## config.mk

```make
export PLATFORM = sky130hd
export DESIGN_NAME = cdh_config_header
export DESIGN_NICKNAME = d
export VERILOG_FILES = /design/src/hdl/cdh_pm_reset.v /design/src/hdl/cdh_config_header.v
export VERILOG_INCLUDE_DIRS = /design/src /design/src/hdl
export SDC_FILE = /design/constraint.sdc
export NUM_CORES = 1
export LEC_CHECK = 0
export BUFFER_PORTS_ARGS = -buffer_cell sky130_fd_sc_hd__clkbuf_2
export CAP_MARGIN = 10
export CORE_MARGIN = 2
export CORE_UTILIZATION = 34
export CTS_CLUSTER_SIZE = 40
export DETAILED_ROUTE_END_ITERATION = 16
export PLACE_DENSITY = 0.7
export SYNTH_ARGS = -nofsm -noshare
export SYNTH_HDL_FRONTEND = slang
export SYNTH_SLANG_ARGS = --single-unit
```

## constraint.sdc

```tcl
create_clock -name i_clk -period 1.89 [get_ports i_clk]
set_input_delay 0.0945 -clock i_clk [delete_from_list [all_inputs] [get_ports i_clk]]
set_output_delay 0.0945 -clock i_clk [all_outputs]
set_load 0.01 [all_outputs]
```

## src/hdl/cdh_consts.vh

```
// Behaviour
// RULE1: System-error bit sets on error message sent while enabled; W1C.
// RULE2: Parity-error bit sets on poisoned packet received; W1C.
// RULE3: Class fields read 00h, 80h and 06h; writes ignored.
// RULE4: Cache line size is 8-bit read-write, resets zero, no effect.
// RULE5: Header type reads 00h, multi-function bit zero; read-only.
// RULE6: First BAR: memory, type in 2:1, 18:4 zero, 31:19 writable.
// RULE7: Second BAR reads zero unless first type is 10b, then writable.
// RULE8: Third BAR: memory, type, prefetch, 19:4 zero, 31:20 writable.
// RULE9: Fourth BAR fixed when third is 32-bit, else writable upper.
// RULE10: Fifth BAR: memory, type, prefetch, 19:4 zero, 31:20 writable.
// RULE11: Sixth BAR fixed when fifth is 32-bit, else writable upper.
// RULE12: Read-only 8-bit revision field reports the device revision.
// RULE13: Capability pointer reads 40h, the power management structure.
// RULE14: Interrupt line is 8-bit read-write storage, resets to zero.
// RULE15: Interrupt pin reads 1h, legacy INTA in use.
// RULE16: Power capability reads ID 01h, next pointer 48h, version 011b.
// RULE17: D1, D2, power-event clock and device-init bits read zero.
// RULE18: Two-bit read-write power state: D0, D1, D2, D3hot.
// RULE19: Writing D0 from D3 gives hot reset, downstream reset untouched.
// RULE20: Skip-reset flag reads 1; when clear, leaving D3hot resets inside.
// RULE21: Read-write power-event enable bit allows power event messages.
// RULE22: Command bit 8 enables error reporting, gating system-error status.
// RULE23: Reserved and unsupported bits read zero and ignore writes.
`ifndef CDH_CONSTS_VH
`define CDH_CONSTS_VH

`define CDH_OFF_CMD_STS     8'h04
`define CDH_OFF_CLASS_REV   8'h08
`define CDH_OFF_HDR         8'h0C
`define CDH_OFF_BAR0        8'h10
`define CDH_OFF_BAR1        8'h14
`define CDH_OFF_BAR2        8'h18
`define CDH_OFF_BAR3        8'h1C
`define CDH_OFF_BAR4        8'h20
`define CDH_OFF_BAR5        8'h24
`define CDH_OFF_SUBSYS      8'h2C
`define CDH_OFF_CAP_PTR     8'h34
`define CDH_OFF_INTR        8'h3C
`define CDH_OFF_PM_CAP      8'h40
`define CDH_OFF_PM_CSR      8'h44

`define CDH_PROG_IF         8'h00
`define CDH_SUB_CLASS       8'h80
`define CDH_BASE_CLASS      8'h06
`define CDH_HDR_TYPE        8'h00
`define CDH_CAP_PTR         8'h40
`define CDH_INT_PIN         8'h01
`define CDH_PM_CAP_ID       8'h01
`define CDH_PM_NEXT         8'h48
`define CDH_PM_VER          3'h3
`define CDH_TYPE_64         2'h2
`define CDH_D0              2'h0
`define CDH_D3HOT           2'h3

`define CDH_BIT_SERR_EN     8
`define CDH_BIT_CAP_LIST    20
`define CDH_BIT_SSE         30
`define CDH_BIT_DPE         31
`define CDH_BIT_NOSOFT      3
`define CDH_BIT_PME_EN      8

`define CDH_BAR0_LO         19
`define CDH_BAR_LO          20
`define CDH_HOTRST_CYC      4'h8

`endif

```

## src/hdl/cdh_pm_reset.v

```verilog
`timescale 1ns/1ps
`include "cdh_consts.vh"
// Sequences the reset pulse that follows a D3hot-to-D0 write.
module cdh_pm_reset
(
  input  wire       i_clk,
  input  wire       i_rst_b,
  input  wire       i_start,
  input  wire       i_internal,
  output reg        o_hot_reset,
  output reg        o_int_reset
);

  reg  [3:0]  cnt_r;

  always @(posedge i_clk)
  begin
    if (!i_rst_b)
    begin
      cnt_r       <= 4'h0;
      o_hot_reset <= 1'b0;
      o_int_reset <= 1'b0;
    end
    else if (i_start)
    begin
      cnt_r       <= `CDH_HOTRST_CYC;
      o_hot_reset <= 1'b1;                      // RULE19
      o_int_reset <= i_internal;                // RULE20
    end
    else if (cnt_r != 4'h0)
    begin
      cnt_r <= cnt_r - 4'h1;
      if (cnt_r == 4'h1)
      begin
        o_hot_reset <= 1'b0;
        o_int_reset <= 1'b0;
      end
    end
  end

endmodule

```

## src/hdl/cdh_config_header.v

```verilog
`timescale 1ns/1ps
`include "cdh_consts.vh"
// Type 0 configuration header of a port in cross-domain endpoint mode.
module cdh_config_header
#(
  parameter [7:0]  REVISION     = 8'h01,   // Arbitrary value.
  parameter [15:0] SUBSYS_VEND  = 16'h1111, // Arbitrary value.
  parameter [15:0] SUBSYS_DEV   = 16'h2222, // Arbitrary value.
  parameter [1:0]  BAR0_TYPE    = 2'h0,
  parameter [1:0]  BAR2_TYPE    = 2'h0,
  parameter        BAR2_PREF    = 1'b0,
  parameter [1:0]  BAR4_TYPE    = 2'h0,
  parameter        BAR4_PREF    = 1'b0,
  parameter        NO_SOFT_RST  = 1'b1
)
(
  input  wire        i_clk,
  input  wire        i_rst_b,
  input  wire        i_cfg_wr,
  input  wire        i_cfg_rd,
  input  wire [7:0]  i_cfg_addr,
  input  wire [3:0]  i_cfg_be,
  input  wire [31:0] i_cfg_wdata,
  output reg  [31:0] o_cfg_rdata,
  output reg         o_cfg_ack,
  input  wire        i_err_msg_sent,
  input  wire        i_poisoned_rx,
  output wire [1:0]  o_power_state,
  output wire        o_pme_enable,
  output wire        o_cache_line_size_unused,
  output wire        o_hot_reset,
  output wire        o_internal_reset,
  output wire        o_downstream_reset_out_n,
  output wire [63:0] o_bar0_base,
  output wire [63:0] o_bar2_base,
  output wire [63:0] o_bar4_base
);

  ////////////////////////////////////////////////////////////////////////////
  // Register state.

  reg         serr_en_r;
  reg         sse_r;
  reg         dpe_r;
  reg  [7:0]  cache_line_r;
  reg  [12:0] bar0_r;
  reg  [31:0] bar1_r;
  reg  [11:0] bar2_r;
  reg  [31:0] bar3_r;
  reg  [11:0] bar4_r;
  reg  [31:0] bar5_r;
  reg  [7:0]  int_line_r;
  reg  [1:0]  pstate_r;
  reg         pme_en_r;
  reg         pm_start_r;
  reg         pm_internal_r;
  reg  [31:0] rd_nxt;

  // Pairing is a build strap: a 64-bit low BAR turns its partner into the
  // upper address word, otherwise the partner stays a fixed 32-bit BAR.
  localparam BAR1_LIVE = (BAR0_TYPE == `CDH_TYPE_64);
  localparam BAR3_LIVE = (BAR2_TYPE == `CDH_TYPE_64);
  localparam BAR5_LIVE = (BAR4_TYPE == `CDH_TYPE_64);

  wire        wr_cmd;
  wire        wr_bar0;
  wire        wr_bar1;
  wire        wr_bar2;
  wire        wr_bar3;
  wire        wr_bar4;
  wire        wr_bar5;
  wire        wr_hdr;
  wire        wr_intr;
  wire        wr_pm;
  wire [31:0] bmask;
  wire [1:0]  ps_wr_val;

  // Byte-enable merge; used by the upper-word BAR1, BAR3 and BAR5 registers.
  function [31:0] merge;
    input [31:0] old_v;
    input [31:0] new_v;
    input [31:0] m;
    begin
      merge = (old_v & ~m) | (new_v & m);
    end
  endfunction

  // Memory BAR low nibble: memory space, type, prefetch.
  function [3:0] bar_lo;
    input [1:0] typ;
    input       pref;
    begin
      bar_lo = {pref, typ, 1'b0};
    end
  endfunction

  assign bmask   = {{8{i_cfg_be[3]}}, {8{i_cfg_be[2]}},
                    {8{i_cfg_be[1]}}, {8{i_cfg_be[0]}}};
  assign wr_cmd  = i_cfg_wr && (i_cfg_addr == `CDH_OFF_CMD_STS);
  assign wr_hdr  = i_cfg_wr && (i_cfg_addr == `CDH_OFF_HDR);
  assign wr_bar0 = i_cfg_wr && (i_cfg_addr == `CDH_OFF_BAR0);
  assign wr_bar1 = i_cfg_wr && (i_cfg_addr == `CDH_OFF_BAR1);
  assign wr_bar2 = i_cfg_wr && (i_cfg_addr == `CDH_OFF_BAR2);
  assign wr_bar3 = i_cfg_wr && (i_cfg_addr == `CDH_OFF_BAR3);
  assign wr_bar4 = i_cfg_wr && (i_cfg_addr == `CDH_OFF_BAR4);
  assign wr_bar5 = i_cfg_wr && (i_cfg_addr == `CDH_OFF_BAR5);
  assign wr_intr = i_cfg_wr && (i_cfg_addr == `CDH_OFF_INTR);
  assign wr_pm   = i_cfg_wr && (i_cfg_addr == `CDH_OFF_PM_CSR);
  assign ps_wr_val = i_cfg_wdata[1:0];

  ////////////////////////////////////////////////////////////////////////////
  // Status flags.

  // Error reporting enable, the only live bit of the command word.
  always @(posedge i_clk)
  begin
    if (!i_rst_b)
      serr_en_r <= 1'b0;
    else if (wr_cmd && i_cfg_be[1])
      serr_en_r <= i_cfg_wdata[`CDH_BIT_SERR_EN];     // RULE22
  end

  // A new event in the clearing cycle keeps the flag set, so software
  // never loses an error that lands on its own write-one-to-clear.
  always @(posedge i_clk)
  begin
    if (!i_rst_b)
      sse_r <= 1'b0;
    else if (i_err_msg_sent && serr_en_r)              // RULE22
      sse_r <= 1'b1;                                   // RULE1
    else if (wr_cmd && i_cfg_be[3] && i_cfg_wdata[`CDH_BIT_SSE])
      sse_r <= 1'b0;                                   // RULE1
  end

  always @(posedge i_clk)
  begin
    if (!i_rst_b)
      dpe_r <= 1'b0;
    else if (i_poisoned_rx)
      dpe_r <= 1'b1;                                   // RULE2
    else if (wr_cmd && i_cfg_be[3] && i_cfg_wdata[`CDH_BIT_DPE])
      dpe_r <= 1'b0;                                   // RULE2
  end

  ////////////////////////////////////////////////////////////////////////////
  // Writable fields.  BAR types are straps, so pairing is fixed per build.

  always @(posedge i_clk)
  begin
    if (!i_rst_b)
    begin
      cache_line_r <= 8'h00;
      bar0_r       <= 13'h0000;
      bar1_r       <= 32'h00000000;
      bar2_r       <= 12'h000;
      bar3_r       <= 32'h00000000;
      bar4_r       <= 12'h000;
      bar5_r       <= 32'h00000000;
      int_line_r   <= 8'h00;
    end
    else
    begin
      if (wr_hdr && i_cfg_be[0])
        cache_line_r <= i_cfg_wdata[7:0];              // RULE4
      // Only the base bits are stored; the fixed low bits are rebuilt on read.
      if (wr_bar0)
      begin
        bar0_r <= (bar0_r & ~bmask[31:`CDH_BAR0_LO]) |       // RULE6
                  (i_cfg_wdata[31:`CDH_BAR0_LO] & bmask[31:`CDH_BAR0_LO]);
      end
      if (wr_bar1 && BAR0_TYPE == `CDH_TYPE_64)
        bar1_r <= merge(bar1_r, i_cfg_wdata, bmask);   // RULE7
      if (wr_bar2)
      begin
        bar2_r <= (bar2_r & ~bmask[31:`CDH_BAR_LO]) |         // RULE8
                  (i_cfg_wdata[31:`CDH_BAR_LO] & bmask[31:`CDH_BAR_LO]);
      end
      if (wr_bar3 && BAR2_TYPE == `CDH_TYPE_64)
        bar3_r <= merge(bar3_r, i_cfg_wdata, bmask);   // RULE9
      if (wr_bar4)
      begin
        bar4_r <= (bar4_r & ~bmask[31:`CDH_BAR_LO]) |         // RULE10
                  (i_cfg_wdata[31:`CDH_BAR_LO] & bmask[31:`CDH_BAR_LO]);
      end
      if (wr_bar5 && BAR4_TYPE == `CDH_TYPE_64)
        bar5_r <= merge(bar5_r, i_cfg_wdata, bmask);   // RULE11
      if (wr_intr && i_cfg_be[0])
        int_line_r <= i_cfg_wdata[7:0];                // RULE14
    end
  end

  ////////////////////////////////////////////////////////////////////////////
  // Power management control.

  always @(posedge i_clk)
  begin
    if (!i_rst_b)
    begin
      pstate_r      <= `CDH_D0;
      pm_start_r    <= 1'b0;
      pm_internal_r <= 1'b0;
    end
    else
    begin
      pm_start_r    <= 1'b0;
      pm_internal_r <= 1'b0;
      if (wr_pm && i_cfg_be[0])
      begin
        pstate_r <= ps_wr_val;                         // RULE18
        if (pstate_r == `CDH_D3HOT && ps_wr_val == `CDH_D0)
        begin
          pm_start_r    <= 1'b1;                       // RULE19
          pm_internal_r <= ~NO_SOFT_RST;               // RULE20
        end
      end
    end
  end

  // The enable is only stored; message generation lives elsewhere.
  always @(posedge i_clk)
  begin
    if (!i_rst_b)
      pme_en_r <= 1'b0;
    else if (wr_pm && i_cfg_be[1])
      pme_en_r <= i_cfg_wdata[`CDH_BIT_PME_EN];        // RULE21
  end

  cdh_pm_reset u_pm_reset
  (
    .i_clk       (i_clk),
    .i_rst_b     (i_rst_b),
    .i_start     (pm_start_r),
    .i_internal  (pm_internal_r),
    .o_hot_reset (o_hot_reset),
    .o_int_reset (o_internal_reset)
  );

  // The downstream reset is never driven by the power-state hot reset.
  assign o_downstream_reset_out_n = 1'b1;              // RULE19

  ////////////////////////////////////////////////////////////////////////////
  // Read path: the word is decoded combinationally and registered, so the
  // answer stands together with the acknowledge one cycle after the strobe.
  // The read data holds until the next read, which lets a slow host take
  // it late; writes never disturb it.

  always @*
  begin
    rd_nxt = 32'h00000000;
    case (i_cfg_addr)
      `CDH_OFF_CMD_STS:
        rd_nxt = {dpe_r, sse_r, 9'h000, 1'b1,
                  11'h000, serr_en_r, 8'h00};
      `CDH_OFF_CLASS_REV:
        rd_nxt = {`CDH_BASE_CLASS, `CDH_SUB_CLASS,
                  `CDH_PROG_IF, REVISION};             // RULE3 RULE12
      `CDH_OFF_HDR:
        rd_nxt = {8'h00, `CDH_HDR_TYPE, 8'h00,
                  cache_line_r};                       // RULE5
      `CDH_OFF_BAR0:
        rd_nxt = {bar0_r, 15'h0000,
                  bar_lo(BAR0_TYPE, 1'b0)};            // RULE6
      `CDH_OFF_BAR1:
        rd_nxt = BAR1_LIVE ? bar1_r : 32'h00000000;    // RULE7
      `CDH_OFF_BAR2:
        rd_nxt = {bar2_r, 16'h0000,
                  bar_lo(BAR2_TYPE, BAR2_PREF)};       // RULE8
      `CDH_OFF_BAR3:
        rd_nxt = BAR3_LIVE ? bar3_r :
                 {28'h0000000, bar_lo(2'h0, 1'b0)};    // RULE9
      `CDH_OFF_BAR4:
        rd_nxt = {bar4_r, 16'h0000,
                  bar_lo(BAR4_TYPE, BAR4_PREF)};       // RULE10
      `CDH_OFF_BAR5:
        rd_nxt = BAR5_LIVE ? bar5_r :
                 {28'h0000000, bar_lo(2'h0, 1'b0)};    // RULE11
      `CDH_OFF_SUBSYS:
        rd_nxt = {SUBSYS_DEV, SUBSYS_VEND};
      `CDH_OFF_CAP_PTR:
        rd_nxt = {24'h000000, `CDH_CAP_PTR};           // RULE13
      `CDH_OFF_INTR:
        rd_nxt = {16'h0000, `CDH_INT_PIN,
                  int_line_r};                         // RULE15
      `CDH_OFF_PM_CAP:
        rd_nxt = {5'h00, 2'h0, 3'h0, 1'b0, 1'b0, 1'b0,
                  `CDH_PM_VER, `CDH_PM_NEXT,
                  `CDH_PM_CAP_ID};                     // RULE16 RULE17
      `CDH_OFF_PM_CSR:
        rd_nxt = {16'h0000, 7'h00, pme_en_r, 4'h0,
                  NO_SOFT_RST, 1'b0, pstate_r};        // RULE20
      default:
        rd_nxt = 32'h00000000;                         // RULE23
    endcase
  end

  always @(posedge i_clk)
  begin
    if (!i_rst_b)
    begin
      o_cfg_rdata <= 32'h00000000;
      o_cfg_ack   <= 1'b0;
    end
    else
    begin
      o_cfg_ack <= i_cfg_rd | i_cfg_wr;
      if (i_cfg_rd)
        o_cfg_rdata <= rd_nxt;
    end
  end

  ////////////////////////////////////////////////////////////////////////////
  // Outputs to the rest of the port.

  assign o_power_state            = pstate_r;
  assign o_pme_enable             = pme_en_r;
  // Kept only for legacy visibility; nothing in the port consumes it.
  assign o_cache_line_size_unused = ^cache_line_r;
  // Decoded bases for the address match logic. A 32-bit BAR keeps its
  // upper word at zero, so a stale partner value can never widen a match.
  assign o_bar0_base = {BAR1_LIVE ? bar1_r : 32'h00000000,
                        bar0_r, 19'h00000};
  assign o_bar2_base = {BAR3_LIVE ? bar3_r : 32'h00000000,
                        bar2_r, 20'h00000};
  assign o_bar4_base = {BAR5_LIVE ? bar5_r : 32'h00000000,
                        bar4_r, 20'h00000};

endmodule

```

==> summary by stage <==
Worst setup path
STA classifies the critical path endpoint as an output port. The critical path required time is 1.80 ns. The critical path goes through xor2_1 > xnor2_1 > xnor2_1 > clkbuf_2.

The critical path's slowest cell is dfxtp_1. The most prevalent standard cell on the critical path is xnor2_1. The maximum single-stage delay on the critical path is 0.38 ns.

The critical path data arrival time is between 1 and 1.5 ns. The maximum fanout encountered on the critical timing path is 3. The critical path is of the flop to output port type. STA classifies the critical path startpoint as a flop.

Placed design
The total of buffers placed on input and output ports is 109. The instance area at placement is 5770 sq um. The placed wire-length estimate after detailed placement is 10000 microns. The number of cells after detailed placement is about 910.

The post-placement worst setup slack is 0.0717 ns. Routability-driven placement finished with a final weighted congestion of 0.765.

Timing
Once routing completed, OpenROAD measured the worst setup slack at 0.408 ns. The final number of hold-violating endpoints was 0. The setup-violating endpoint count in the final report is 0.

Summed over all failing endpoints, the final setup total negative slack is 0 ns. The smallest hold slack is ~0.011 ns. The fraction of the cycle the final worst path needs is 78.4%.

The highest clock rate is between 600 and 700 MHz. The clock period minus final worst setup slack is 1.48 ns. Setup repair after global routing left no endpoint under its margin. The clock skew after layout is 0.00656 ns.

The final max-slew violation count came to 0.

Pwr
The standby leakage power is 2.58 nW. The power density over the cells is 728 nW/um^2. VDD sags by at most 0.419 mV. The total power draw is between 4 and 5 mW.

Synth
By count the netlist is led by buf_4 (167), dfxtp_1 (91), mux2i_1 (64). The register bit total from synthesis is 91. Summing every instance area after synthesis gives 5520 sq um. Yosys mapped a number of flops with a built-in enable equal to 0. After synthesis, the mean cell area works out to just over 9 sq um. The cell type contributing the most total cell area after synthesis is dfxtp_1. The cell with the most instances after synthesis is buf_4.

The share of the synthesized area in the top cell type is 33.0%. The count of synthesis-stage warnings from yosys is 0. Sorting the synthesized cells by area gives the leading types as dfxtp_1 (33%), buf_4 (23%), mux2i_1 (12%), nor2b_1 (6.9%), a22o_1 (2.7%).

The main flop type after synthesis is dfxtp_1. The number of distinct library cells after synthesis is 58. The share of async-settable or async-resettable flops after synthesis is 0%. Synthesis handed over a netlist of 594 instances.

Summing the sequential cell areas from Yosys gives between 30% and 40% of the chip area.

Floorplanning
The effective utilization at floorplan is about a third. After floorplanning, the core was divided into 46 placement rows. The floorplan step set the die height to approximately 130 microns.

In this run the standard cell core region covers 15900 sq um. The total die area is between 15000 and 20000 sq um. Measured along the x axis, the die boundary spans roughly 130 microns. The number of placed I/O pins is 282.

Run
The max-cap check violation count is 0.

Final layout
The ratio of cells with drive above 1 in the final layout is 23.2%. For this run, the share of the core covered by cells in the final layout is 38.2%. The net count reported at finish is ~760.

The growth of design area from synthesis to finish is 10.0%. The number of non-filler instances in the completed layout is 931. 0 antenna diodes ended up in the layout. The number of filler instances in the final layout is roughly 1600.

The cell area after layout is 6070 sq um.

Clock tree
The CTS tree is done. Clock tree synthesis found a total of 91 sinks. After clock tree synthesis, the setup repair step added 0 buffers. In this run, CTS created clock tree buffers numbering 9.

The level count of the clock H-tree is 3. The source-to-sink clock delay at the later pin of the worst-skew pair is about 0.34 ns. The tree is rooted in a clkbuf_16. The clock passes through at most 2 buffers.

Clock-pin slew was measured on the worst setup and hold paths at 0.06 ns.

Routing
In the final routed layout, each cell accounts on average for 13.6 microns. The detailed router finished its first iteration with 224 violations. After detailed routing, the number of vias per cell comes to about 4.2. The DRC violation count after routing is 0. In this run the remaining antenna-violating nets after routing total 0.

Across all layers, the routed design uses 3926 vias. Wires add up to 12700 microns. The number of detailed-route iterations in the first pass is 4.

GRT
The global-route wire length before repair is around 19000 microns. The number of antenna violations at the first check in global routing is 0. The via count of the first global-routing pass is between 3000 and 4000. In the global route stage, overall resource usage came out at 13.8%. Entering global routing, the biggest net connects 67 pins. The total overflow left after global routing is 0.

Min path
The worst hold path belongs to the class primary input to flop.

Run status
The run finished with clean final reports.
-- area by class of cell --
cell class / count / area, sq um / area share (%)
Inverter: 6 / 22.5 / 0.371
Sequential cell: 91 / 1820 / 30.0
Clock buffer: 13 / 250 / 4.12
Tap cell: 216 / 270 / 4.45
Timing Repair Buffer: 132 / 746 / 12.3
Clock inverter: 3 / 46.3 / 0.762
Multi-Input combinational cell: 470 / 2920 / 48.0
-- power breakdown --
part	internal [mW]	leakage [nW]	switching, mW
Clock	1.07	0.140	0.740
Combinational	0.208	1.70	0.409
Sequential	1.96	0.735	0.0361
Total	3.24	2.58	1.18
-- critical path: cells and delay by family (launching register included) --
family	cells	cell delay, ns
DFF	1	0.38
xor gates and xnor gates	3	0.51
buffers and inverters	1	0.16
-- cell usage in the layout (no fill, tap or decap), types with 6 or more instances in the layout --
cell type	n
a22o_1	17
a21oi_1	8
conb_1	162
xnor2_1	7
o21ai_0	13
clkbuf_16	9
mux2i_1	64
nor2_2	6
dfxtp_1	91
a22oi_1	13
and2_1	6
clkbuf_2	109
nand2_1	26
nand3_1	8
buf_4	20
inv_1	6
nor2b_1	61
nor2_1	9
-- timing repair --
action | CTS | global route
hold buffers | 1 | 0
endpoints found under the hold margin | 1 | 0
gates resized for setup | 0 | 0
-- per-layer routing --
metal	up-vias	track usage, %	wire [microns]
li1	1932	-	-
met1	1799	17.3	5450
met2	185	23.4	6180
met3	10	2.93	854
met4	0	4.83	187
met5	-	0	0
-- path summary, 6_finish.rpt --
path | startpoint | cells past startpoint | to | slack, ns
max | cache_line_r[6]$_SDFFE_PN0P_ | 4 | o_cache_line_size_unused | 0.41
min | i_cfg_wdata[19] | 3 | flop | 0.01
max reg2reg | u_pm_reset.cnt_r[0]$_SDFFE_PP0P_ | 3 | u_pm_reset.cnt_r[3]$_SDFFE_PN0P_ | 0.70
min reg2reg | o_cfg_rdata[5]$_SDFFE_PN0P_ | 2 | o_cfg_rdata[5]$_SDFFE_PN0P_ | 0.46
-- logic make-up (layout without fill, tap and decap cells) --
logic type      count (synthesis)  after routing  share of synthesized area [%]
compound gates                 77             77                           10.2
xor+xnor                       10             10                           1.59
fa+ha+maj                       3              3                          0.680
buf+inv                       193            154                           25.0
flops                          91             91                           33.0
mux                            64             64                           11.6
other cells                     2            162                          0.136
simple gates                  154            154                           17.7
No activity file was read; power rests on OpenSTA's default activity.
